**config.mk**
```make
export PLATFORM = sky130hd
export DESIGN_NAME = ifvu_top
export DESIGN_NICKNAME = d
export VERILOG_FILES = /design/src/inc/ifvu_pkg.sv /design/src/core/ifvu_top.sv /design/src/core/ifvu_qphase.sv
export SDC_FILE = /design/constraint.sdc
export NUM_CORES = 1
export LEC_CHECK = 0
export CAP_MARGIN = 20
export CORE_UTILIZATION = 50
export CTS_CLUSTER_SIZE = 28
export DETAILED_ROUTE_END_ITERATION = 6
export DONT_BUFFER_PORTS = 1
export PLACE_DENSITY_LB_ADDON = 0.3
export SYNTH_ARGS = -nofsm -noshare
export SYNTH_HDL_FRONTEND = slang
export SYNTH_SLANG_ARGS = --single-unit
```
**constraint.sdc**
```tcl
create_clock -name pclk -period 1.9 [get_ports pclk]
set_input_delay 0.19 -clock pclk [delete_from_list [all_inputs] [get_ports pclk]]
set_output_delay 0.19 -clock pclk [all_outputs]
set_load 0.005 [all_outputs]
```
**src/inc/ifvu_pkg.sv**
```systemverilog
// Constants, register map and carrier types of the interrupt flag/enable/vector unit
package ifvu_pkg;

    // Register byte offsets on the APB
    localparam logic [7:0]  REG_INTCTL_OFS   = 8'h00;
    localparam logic [7:0]  REG_OPTION_OFS   = 8'h04;
    localparam logic [7:0]  REG_AUX_OFS      = 8'h08;
    localparam logic [7:0]  REG_STATE_OFS    = 8'h0C;

    // interrupt_control field positions
    localparam int          BIT_GIE          = 7;
    localparam int          BIT_EE_EN        = 6;
    localparam int          BIT_TMR_EN       = 5;
    localparam int          BIT_EXT_EN       = 4;
    localparam int          BIT_PORT_EN      = 3;
    localparam int          BIT_TMR_FLAG     = 2;
    localparam int          BIT_EXT_FLAG     = 1;
    localparam int          BIT_PORT_FLAG    = 0;

    // Option register and auxiliary register field positions
    localparam int          BIT_EDGE_SEL     = 6;
    localparam int          BIT_EE_FLAG      = 0;

    // State register field positions
    localparam int          BIT_ST_BUSY      = 0;
    localparam int          BIT_ST_REQ       = 1;
    localparam int          BIT_ST_SLEEP     = 2;

    // Reset values
    localparam logic [7:0]  INTCTL_RST       = 8'h00;
    localparam logic [7:0]  OPTION_RST       = 8'hFF;
    localparam logic        EE_FLAG_RST      = 1'h0;

    // Vector and timer constants
    localparam logic [12:0] IRQ_VECTOR       = 13'h0004;
    localparam logic [7:0]  TMR_TOP          = 8'hFF;
    localparam logic [7:0]  TMR_ZERO         = 8'h00;

    // Timing: one instruction cycle is four Q phases
    localparam int          PCLK_PERIOD_NS   = 5;
    localparam int          INSTR_CYCLE_NS   = 20;
    localparam int          ICYC_PCLK        = INSTR_CYCLE_NS / PCLK_PERIOD_NS;
    localparam logic [1:0]  Q1_PHASE         = 2'h0;
    localparam logic [1:0]  Q4_PHASE         = 2'h3;
    localparam logic [1:0]  LAST_PHASE       = 2'(ICYC_PCLK - 1);
    // Two boundaries keep the pin-to-vector latency inside three to four instruction cycles
    localparam logic [1:0]  RESP_WAIT_ICYC   = 2'h2;

    // Requests from the core sequencer, all on pclk
    typedef struct packed {
        logic        return_from_irq_instr;
        logic        sleeping;
        logic        eeprom_done;
    } ifvu_core_in_t;

    // Vectored response towards the core
    typedef struct packed {
        logic        push;
        logic        vec_load;
        logic [12:0] vector;
    } ifvu_core_resp_t;

    typedef enum logic [1:0] {
        RESP_IDLE,
        RESP_WAIT,
        RESP_FIRE
    } ifvu_resp_state_t;

endpackage

```
**src/core/ifvu_top.sv**
```systemverilog
// Interrupt flag, enable and vector unit with APB register access
//
// Operation
// - Global enable gates all unmasked requests
// - Reset clears global enable
// - Return-from-interrupt sets global enable again
// - Taking interrupt clears enable, pushes, vectors 0004h
// - Pin events answered three to four cycles later
// - Flags set regardless of any enable
// - Pin edge polarity chosen by edge select
// - Selected pin edge sets pin flag
// - Pin enable bit masks pin interrupt
// - Pin wakes sleep only when enabled
// - Pin flag may set during Q4-Q1
// - Timer rollover FFh to 00h sets flag
// - Timer enable bit gates timer interrupt
// - Change on port pins 7:4 sets flag
// - Port change enable bit gates port interrupt
// - Exactly four request sources accepted
// - Enabled pin, port or EEPROM event wakes sleep whatever global enable
//
// The implementer's own choices: the APB interface to the registers and the placing of the registers.
`timescale 1ns/1ps
`default_nettype none
module ifvu_top (
    input  wire logic                    pclk,
    input  wire logic                    presetn,
    input  wire logic                    psel,
    input  wire logic                    penable,
    input  wire logic                    pwrite,
    input  wire logic [7:0]              paddr,
    input  wire logic [31:0]             pwdata,
    output logic [31:0]                  prdata,
    output logic                         pready,
    output logic                         pslverr,
    input  wire logic                    ext_irq_pin,
    input  wire logic [7:4]              port_b_pins,
    input  wire logic [7:0]              timer_zero_count,
    input  wire ifvu_pkg::ifvu_core_in_t core_in,
    output ifvu_pkg::ifvu_core_resp_t    core_resp,
    output logic                         irq_request,
    output logic                         wake_request
);
    // Pin synchroniser: bit 0 is the external pin, bits 4:1 the port pins
    logic [4:0]  pin_meta_q;
    logic [4:0]  pin_sync_q;
    logic [2:0]  sync_fill_q;
    logic        ext_prev_q;
    logic        ext_hold_q;
    logic [3:0]  port_latch_q;
    logic        port_valid_q;
    logic [7:0]  tmr_prev_q;

    logic [7:0]  intctl_q;
    logic [7:0]  intctl_d;
    logic [7:0]  option_q;
    logic        ee_flag_q;
    logic        ee_flag_d;

    logic [31:0] prdata_q;
    logic        pready_q;
    logic        pslverr_q;

    ifvu_pkg::ifvu_resp_state_t state_q;
    ifvu_pkg::ifvu_resp_state_t state_d;
    logic [1:0]  wait_q;
    logic [1:0]  wait_d;
    ifvu_pkg::ifvu_core_resp_t  resp_q;
    logic        irq_q;
    logic        wake_q;

    logic [1:0]  q_phase;
    logic        icyc_start;

    ifvu_qphase u_qphase (
        .pclk       (pclk),
        .presetn    (presetn),
        .q_phase    (q_phase),
        .icyc_start (icyc_start)
    );

    // APB decode
    wire        setup      = psel & ~penable;
    wire        access     = psel & penable & pready_q;
    wire        hit_intctl = (paddr == ifvu_pkg::REG_INTCTL_OFS);
    wire        hit_option = (paddr == ifvu_pkg::REG_OPTION_OFS);
    wire        hit_aux    = (paddr == ifvu_pkg::REG_AUX_OFS);
    wire        hit_state  = (paddr == ifvu_pkg::REG_STATE_OFS);
    wire        hit_any    = hit_intctl | hit_option | hit_aux | hit_state;
    wire        wr_intctl  = access & pwrite & hit_intctl;
    wire        wr_option  = access & pwrite & hit_option;
    wire        wr_aux     = access & pwrite & hit_aux;

    // Event detection
    wire        ext_s      = pin_sync_q[0];
    // Edges are ignored until the pin pipeline holds real samples, else a high pin looks like an edge
    wire        edge_rise  = ext_s & ~ext_prev_q & sync_fill_q[2];
    wire        edge_fall  = ~ext_s & ext_prev_q & sync_fill_q[2];
    wire        ext_edge   = option_q[ifvu_pkg::BIT_EDGE_SEL] ? edge_rise : edge_fall;
    wire        ext_window = (q_phase == ifvu_pkg::Q4_PHASE) | (q_phase == ifvu_pkg::Q1_PHASE);
    wire        ext_set    = (ext_edge | ext_hold_q) & ext_window;
    // Sampled once per instruction cycle, so shorter glitches can be missed
    wire        port_set   = icyc_start & port_valid_q & (pin_sync_q[4:1] != port_latch_q);
    wire        tmr_set    = (tmr_prev_q == ifvu_pkg::TMR_TOP) & (timer_zero_count == ifvu_pkg::TMR_ZERO);
    wire        ee_set     = core_in.eeprom_done;

    // Masking of the four sources
    wire        global_irq_enable        = intctl_q[ifvu_pkg::BIT_GIE];
    wire        ext_act    = intctl_q[ifvu_pkg::BIT_EXT_FLAG] & intctl_q[ifvu_pkg::BIT_EXT_EN];
    wire        tmr_act    = intctl_q[ifvu_pkg::BIT_TMR_FLAG] & intctl_q[ifvu_pkg::BIT_TMR_EN];
    wire        port_act   = intctl_q[ifvu_pkg::BIT_PORT_FLAG] & intctl_q[ifvu_pkg::BIT_PORT_EN];
    wire        ee_act     = ee_flag_q & intctl_q[ifvu_pkg::BIT_EE_EN];
    wire        irq_req    = ext_act | tmr_act | port_act | ee_act;
    // Timer cannot run while asleep, so it is no wake source
    wire        wake_src   = ext_act | port_act | ee_act;
    wire        resp_start = (state_q == ifvu_pkg::RESP_IDLE) & icyc_start & global_irq_enable & irq_req
                             & ~core_in.sleeping;

    // Read mux
    wire [7:0]  state_rd   = {5'h00, core_in.sleeping, irq_req, (state_q != ifvu_pkg::RESP_IDLE)};
    wire [7:0]  rd_byte    = hit_intctl ? intctl_q :
                             hit_option ? option_q :
                             hit_aux    ? {7'h00, ee_flag_q} :
                             hit_state  ? state_rd : 8'h00;

    always_comb
    begin
        intctl_d = wr_intctl ? pwdata[7:0] : intctl_q;
        // Hardware set wins over a software write of zero
        if (ext_set)
            intctl_d[ifvu_pkg::BIT_EXT_FLAG] = 1'b1;
        if (tmr_set)
            intctl_d[ifvu_pkg::BIT_TMR_FLAG] = 1'b1;
        if (port_set)
            intctl_d[ifvu_pkg::BIT_PORT_FLAG] = 1'b1;
        if (resp_start)
            intctl_d[ifvu_pkg::BIT_GIE] = 1'b0;
        else if (core_in.return_from_irq_instr)
            intctl_d[ifvu_pkg::BIT_GIE] = 1'b1;
        ee_flag_d = (wr_aux ? pwdata[ifvu_pkg::BIT_EE_FLAG] : ee_flag_q) | ee_set;
    end

    // Response sequencer: lets the current instruction finish first
    always_comb
    begin
        state_d = state_q;
        wait_d  = wait_q;
        case (state_q)
            ifvu_pkg::RESP_IDLE:
            begin
                if (resp_start)
                begin
                    state_d = ifvu_pkg::RESP_WAIT;
                    wait_d  = ifvu_pkg::RESP_WAIT_ICYC;
                end
            end
            ifvu_pkg::RESP_WAIT:
            begin
                if (icyc_start)
                begin
                    wait_d = 2'(wait_q - 2'h1);
                    if (wait_q == 2'h1)
                        state_d = ifvu_pkg::RESP_FIRE;
                end
            end
            ifvu_pkg::RESP_FIRE:
                state_d = ifvu_pkg::RESP_IDLE;
            default:
                state_d = ifvu_pkg::RESP_IDLE;
        endcase
    end

    always_ff @(posedge pclk or negedge presetn)
    begin
        if (!presetn)
        begin
            pin_meta_q   <= 5'h00;
            pin_sync_q   <= 5'h00;
            sync_fill_q  <= 3'h0;
            ext_prev_q   <= 1'b0;
            ext_hold_q   <= 1'b0;
            port_latch_q <= 4'h0;
            port_valid_q <= 1'b0;
            tmr_prev_q   <= 8'h00;
        end
        else
        begin
            pin_meta_q <= {port_b_pins, ext_irq_pin};
            pin_sync_q <= pin_meta_q;
            sync_fill_q <= {sync_fill_q[1:0], 1'b1};
            ext_prev_q <= ext_s;
            ext_hold_q <= (ext_edge | ext_hold_q) & ~ext_window;
            tmr_prev_q <= timer_zero_count;
            if (icyc_start)
            begin
                port_latch_q <= pin_sync_q[4:1];
                port_valid_q <= 1'b1;
            end
        end
    end

    always_ff @(posedge pclk or negedge presetn)
    begin
        if (!presetn)
        begin
            intctl_q  <= ifvu_pkg::INTCTL_RST;
            option_q  <= ifvu_pkg::OPTION_RST;
            ee_flag_q <= ifvu_pkg::EE_FLAG_RST;
        end
        else
        begin
            intctl_q  <= intctl_d;
            ee_flag_q <= ee_flag_d;
            if (wr_option)
                option_q <= pwdata[7:0];
        end
    end

    // Setup-phase capture gives a one-cycle access phase with flopped outputs
    always_ff @(posedge pclk or negedge presetn)
    begin
        if (!presetn)
        begin
            prdata_q  <= 32'h00000000;
            pready_q  <= 1'b0;
            pslverr_q <= 1'b0;
        end
        else
        begin
            pready_q  <= setup;
            pslverr_q <= setup & ~hit_any;
            if (setup)
                prdata_q <= {24'h000000, rd_byte};
        end
    end

    always_ff @(posedge pclk or negedge presetn)
    begin
        if (!presetn)
        begin
            state_q <= ifvu_pkg::RESP_IDLE;
            wait_q  <= 2'h0;
            resp_q  <= '0;
            irq_q   <= 1'b0;
            wake_q  <= 1'b0;
        end
        else
        begin
            state_q         <= state_d;
            wait_q          <= wait_d;
            resp_q.push     <= (state_d == ifvu_pkg::RESP_FIRE);
            resp_q.vec_load <= (state_d == ifvu_pkg::RESP_FIRE);
            resp_q.vector   <= ifvu_pkg::IRQ_VECTOR;
            irq_q           <= irq_req & global_irq_enable;
            wake_q          <= core_in.sleeping & wake_src;
        end
    end

    assign prdata       = prdata_q;
    assign pready       = pready_q;
    assign pslverr      = pslverr_q;
    assign core_resp    = resp_q;
    assign irq_request  = irq_q;
    assign wake_request = wake_q;

    AST_GIE_AFTER_RESET: assert property (@(posedge pclk) disable iff (!presetn)
        $rose(presetn) |-> !intctl_q[ifvu_pkg::BIT_GIE])
        else $error("global enable set after reset");

    AST_NO_TAKE_WHEN_OFF: assert property (@(posedge pclk) disable iff (!presetn)
        (!global_irq_enable && state_q == ifvu_pkg::RESP_IDLE) |=> (state_q == ifvu_pkg::RESP_IDLE))
        else $error("response started with global enable clear");

    AST_RETURN_SETS_GIE: assert property (@(posedge pclk) disable iff (!presetn)
        (core_in.return_from_irq_instr && !resp_start) |=> global_irq_enable)
        else $error("return did not set global enable");

    AST_TAKE_CLEARS_GIE: assert property (@(posedge pclk) disable iff (!presetn)
        resp_start |=> !global_irq_enable ##0 (state_q == ifvu_pkg::RESP_WAIT))
        else $error("taking interrupt left global enable set");

    AST_VECTOR_LOAD: assert property (@(posedge pclk) disable iff (!presetn)
        $rose(resp_q.vec_load) |-> resp_q.push && resp_q.vector == ifvu_pkg::IRQ_VECTOR
        ##1 !resp_q.vec_load)
        else $error("vector response malformed");

    AST_LATENCY: assert property (@(posedge pclk) disable iff (!presetn)
        resp_start |-> ##[9:13] resp_q.vec_load)
        else $error("vector response latency out of range");

    AST_EXT_FLAG: assert property (@(posedge pclk) disable iff (!presetn)
        ext_set |=> intctl_q[ifvu_pkg::BIT_EXT_FLAG])
        else $error("pin edge did not set its flag");

    AST_EXT_WINDOW: assert property (@(posedge pclk) disable iff (!presetn)
        $rose(intctl_q[ifvu_pkg::BIT_EXT_FLAG]) && !$past(wr_intctl) |->
        ($past(q_phase) == ifvu_pkg::Q4_PHASE || $past(q_phase) == ifvu_pkg::Q1_PHASE))
        else $error("pin flag set outside Q4-Q1");

    AST_TMR_FLAG: assert property (@(posedge pclk) disable iff (!presetn)
        tmr_set |=> intctl_q[ifvu_pkg::BIT_TMR_FLAG])
        else $error("timer rollover did not set its flag");

    AST_WAKE: assert property (@(posedge pclk) disable iff (!presetn)
        (core_in.sleeping && ext_act) |=> wake_request)
        else $error("enabled pin event did not wake");
endmodule
`default_nettype wire

```
**src/core/ifvu_qphase.sv**
```systemverilog
// Quarter-phase divider: Q phase count and instruction cycle start pulse
`timescale 1ns/1ps
`default_nettype none
module ifvu_qphase (
    input  wire logic       pclk,
    input  wire logic       presetn,
    output logic [1:0]      q_phase,
    output logic            icyc_start
);
    logic [1:0] phase_q;
    logic [1:0] phase_d;
    logic       start_q;
    wire        wrap = (phase_q == ifvu_pkg::LAST_PHASE);

    assign phase_d = wrap ? ifvu_pkg::Q1_PHASE : 2'(phase_q + 2'h1);

    always_ff @(posedge pclk or negedge presetn)
    begin
        if (!presetn)
        begin
            phase_q <= 2'h0;
            start_q <= 1'b0;
        end
        else
        begin
            phase_q <= phase_d;
            start_q <= wrap;
        end
    end

    // Start pulse coincides with phase Q1
    assign q_phase    = phase_q;
    assign icyc_start = start_q;
endmodule
`default_nettype wire

```
======== Word level (Yosys, flattened, before mapping) ========
Index checks and enable logic that the tools add are counted.
word-level totals
  logic and storage cells ................. 114
  register bits after elaboration ......... 66
  input bits .............................. 61
operators by class
  bitwise gates (word level) .............. 44
  equality and inequality tests ........... 11
  add/sub/neg operators ................... 2
  mux-type cells .......................... 20
  reductions and logical operators ........ 11
operators with widths
  cell                   count
  $and A1 B1 Y1          27
  $mux W8                3
  $eq A8 B4 Y1 const B   2
  $logic_not A8 Y1       2
  $mux W2                6
  $or A1 B1 Y1           11
  $reduce_bool A2 Y1     5
  $eq A8 B3 Y1 const B   1
  $eq A8 B8 Y1 const B   1
  $pmux W2 S2            2
  $mux W1                7
  $mux W3                2
  $not A1 Y1             6
  $eq A2 B1 Y1 const B   2
  $eq A2 B2 Y1 const B   2
  $logic_not A2 Y1       2
  $ne A4 B4 Y1           1
  $reduce_and A3 Y1      1
  $reduce_bool A3 Y1     1
  $add A2 B1 Y2 const B  1
  $ne A2 B1 Y1 const B   1
  $ne A2 B2 Y1 const B   1
  $sub A2 B1 Y2 const B  1

======== Longest topological paths before layout ========
  depth in word-level cells ............... 9
  gate-level depth with buffers ........... 6
  gate-level depth less buffers ........... 5

======== Modules after synthesis ========
A second synthesis with hierarchy kept.
unflattened totals
  cell total of the unflattened synthesis .. 221
  area total of the unflattened synthesis .. 2768.9 um^2
by module, submodules not included
  module       seq. area each (um^2)  area an instance (um^2)  cells an instance  instances
  ifvu_top     1561.5                 2677.6                   216                1
  ifvu_qphase  75.1                   91.3                     5                  1

======== Least setup slack after synthesis ========
OpenSTA, ideal clock, no wires.
  path type ............................... input to register
  start ................................... input port paddr[5]
  end ..................................... register option_q[0]
  library setup time ...................... 0.082 ns
  data required time ...................... 1.818 ns
  data arrival time ....................... 1.795 ns
  stages on the path ...................... 4
  slack ................................... 0.023 ns
  cells stage by stage .................... or4_4 > or2_4 > nor4b_4 > mux2_2
between the ends
  word-level cells in the longest chain between the ends .. 2
ends and longest elaborated chain
  what                  line             text
  start, declared       ifvu_top.sv:31   input wire logic [7:0] paddr,
  $eq A8 B3 Y1          ifvu_top.sv:86   wire hit_option = (paddr == ifvu_pkg::REG_OPTION_OFS);
  $and A1 B1 Y1         ifvu_top.sv:91   wire wr_option = access & pwrite & hit_option;
  end signal, assigned  ifvu_top.sv:207  option_q <= ifvu_pkg::OPTION_RST;
  end signal, assigned  ifvu_top.sv:215  option_q <= pwdata[7:0];
  end, declared         ifvu_top.sv:56   logic [7:0] option_q;
Every way passes these cells.
A chain may end at the register's enable or synchronous reset.

======== Final worst setup path ========
  start ................................... register pready_q, in the netlist pready
  end ..................................... register intctl_q[4]
between the ends
  word-level cells in the longest chain between the ends .. 3
ends and longest elaborated chain
  what                         line             text
  start, declared              ifvu_top.sv:61   logic pready_q;
  start signal, assigned       ifvu_top.sv:230  pready_q <= setup;
  $and A1 B1 Y1                ifvu_top.sv:84   wire access = psel & penable & pready_q;
  $and A1 B1 Y1 (2 in series)  ifvu_top.sv:90   wire wr_intctl = access & pwrite & hit_intctl;
  end signal, assigned         ifvu_top.sv:206  intctl_q <= ifvu_pkg::INTCTL_RST;
  end signal, assigned         ifvu_top.sv:212  intctl_q <= intctl_d;
  end, declared                ifvu_top.sv:54   logic [7:0] intctl_q;
Every way passes these cells.

==> flow_summary.ini <==
[logic_synthesis]
yosysSeqAreaShare = 0.592
synth_flop_cell = dfrtp_1
synth-edff-count = 0
syn_inst = 220
ys_top_cells_by_area = dfrtp_1 (52%), buf_4 (10%), dfstp_2 (7.6%)
synth_top_area_frac = 0.516
yosys_register_bits = 65
synth_area_per_cell_um2 = 12.6
ys_top_cells_by_count = dfrtp_1 (57), buf_4 (38), mux2_2 (17), nand2_1 (17), o21ai_0 (10)
synth.distinct_cells = 38
syn_area_um2 = 2760
yosysMostFrequentCell = dfrtp_1
synth_top_area_cell = dfrtp_1
yosysWarnings = 0
synthArstFlopShare = 1.00

[drt]
drtIter0Drc = 98
post_drt_via_cell_ratio = 4.91
wl_um = 4680
vias = 1621
drc_errors = 0
antenna_left = 0
firstDrtPassIters = 6
wl_per_cell_um = 14.2

[timing]
drv_slew = 0
worst_pin_slew_ns = 0.549
hold_slack_ns = 0.0306
period_share = 0.837
fin_crit_ns = 1.59
hold_viol = 0
rsz0062_at_grt = no
timing.final.ws_setup_ns = 0.310
fin_skew_ns = 0.00586
setup_viol = 0
fmaxAchievable_ghz = 0.629
maxSlewHeadroom = 0.634

[place]
hpwl_um = 2990
gp_congestion = 0.749
portBuffers = 0
place_ws_ns = -0.0113

[floorplan]
start_util = 0.531
ioPinCount = 112
dieArea_um2 = 5830
coreArea_um2 = 5200
die_y_um = 76.3
die_w_um = 76.3
fp-row-count = 26

[pwr]
power_density_nw_per_um2 = 890
p_leak_nw = 1.46
totalPowerFinal_w = 0.00287
ir_worst_vdd_v = 0.000674

[clocking]
clockRootBuffer = clkbuf_8
insertion_delay_ns = 0.35
cts_tree = yes
htree_levels = 3
cts_made_buffers = 9
clkSinkCount = 65
cts_max_path_buffers = 2
clk_pin_slew_ns = 0.07

[setup_path]
cp-end-kind = flip-flop
cpPeakStageDelay_ns = 0.37
crit_chain = nand4_1 -> nor4b_2 -> buf_4 -> mux2_2
crit_type = flip-flop to flip-flop
cp_max_fo = 5
cp_slowest_cell = dfrtp_1
cp_data_arrival_time_ns = 1.82
critical_path_required_ns = 2.13
cp-start-kind = flip-flop
cp_num_buf_inv = 1
cp_top_family = simple AND/OR/NAND/NOR gates

[final_layout]
n_antenna_cell = 0
fillCellCount = 429
post-route-util = 0.619
multiInputGateArea_um2 = 951
seqCellArea_um2 = 1640
drive_above_1_share = 0.219
area_growth_syn_to_layout_pct = 16.6
nets = 318

[hold_path]
hold_class = input port to flip-flop

[global_routing]
grt_pass1_wl_um = 7740
antenna_found_initial = 0
track_usage = 0.181
grt_use_met1 = 0.207
grt_overflow = 0
grt_pass1_vias = 1685
grt_max_degree = 66
met2_usage = 0.284
top_usage_layer = met2
gr-usage-met3 = 0.0922

[flow_run]
maxCapViolCount = 0

[status]
outcome = complete, no violations
==> what timing repair did <==
action | CTS | global route
hold buffers | 25 | 0
resized for setup | 0 | 0
buffers inserted | 0 | 0
endpoints found under the hold margin | 95 | 0
==> layout by cell type, fill, tap and decap left out, types with 2 or more instances in the layout <==
master / netlist / final
a21oi_1: 2 / 2
clkbuf_8: 0 / 9
o21ai_0: 10 / 10
a31oi_1: 2 / 2
clkinv_4: 0 / 2
nor2b_1: 2 / 2
ha_1: 2 / 2
nand3_1: 5 / 5
nand4_1: 4 / 4
mux2_2: 17 / 17
nand2b_1: 2 / 2
dfstp_2: 8 / 8
inv_1: 2 / 2
conb_1: 2 / 37
nor3b_1: 2 / 2
nand2_1: 17 / 17
nand3b_1: 3 / 3
nor4_1: 2 / 2
bufinv_16: 0 / 2
or2_2: 3 / 3
buf_4: 38 / 7
nor2_1: 8 / 8
dlygate4sd3_1: 0 / 24
dfrtp_1: 57 / 57
a211o_1: 2 / 2
mux2i_1: 9 / 9
xnor2_1: 4 / 4
==> final cells by class <==
class,count,share of cell area
multi-input combinational,145,0.295
sequential,65,0.508
timing repair buffer,32,0.0994
clock inverter,6,0.0283
clock buffer,10,0.0396
inverter,2,0.00233
tap,70,0.0272
==> worst paths after layout <==
| check | start | end | slack [ns] | cells past startpoint |
|---|---|---|---|---|
| hold / removal | core_in[2] | intctl_q[7] | 0.03 | 1 |
| hold reg to reg | pin_meta_q[4] | pin_sync_q[4] | 0.35 | 0 |
| min in group asynchronous | presetn | prdata[1] | 0.39 | 2 |
| setup / recovery | pready | intctl_q[4] | 0.31 | 4 |
| max in group asynchronous | presetn | option_q[4] | 1.21 | 2 |
| setup reg to reg | pready | intctl_q[4] | 0.31 | 4 |
==> through the flow <==
step / TNS (ns) / std cells / area [um2]
2_1_floorplan: 0 / 255 / 2890
3_3_place_gp: -0.0527 / 289 / 2740
3_5_place_dp: -0.0339 / 289 / 2740
4_1_cts: 0 / 330 / 3220
5_1_grt: 0 / 330 / 3220
6_report: 0 / 330 / 3220
==> sequential cells by signal, summed over array words and instances (netlist names), 2 cells and up <==
name,cells
wait_q,2
option_q,8
intctl_q,8
u_qphase.q_phase,2
state_q,2
tmr_prev_q,8
port_latch_q,4
sync_fill_q,3
prdata,8
pin_sync_q,5
pin_meta_q,5
==> per-layer routing <==
layer  part of all wire  routed length [um]
met5                  0                   0
met3              0.074                 346
met4              0.023                 108
met2               0.50                2360
met1               0.40                1860
==> kinds of logic after synthesis <==
kind of cell / synth area share
fa+ha+maj: 0.00906
buf+inv: 0.113
flops: 0.592
simple gates: 0.117
xor+xnor: 0.0127
other cells: 0.00272
compound gates: 0.0426
mux: 0.110
==> worst register-to-register path, stage by stage (launching register included) <==
cell and delay (ns):
dfrtp_1 0.37, nand4_1 0.23, nor4b_2 0.33, buf_4 0.21, mux2_2 0.33
==> power by group <==
group / switching [W] / total, W / internal [W]
logic: 0.0000773 / 0.000149 / 0.0000721
clock network: 0.000530 / 0.00128 / 0.000745
registers: 0.0000183 / 0.00144 / 0.00142
total: 0.000626 / 0.00287 / 0.00224
Power figures use the tool's default switching activity.
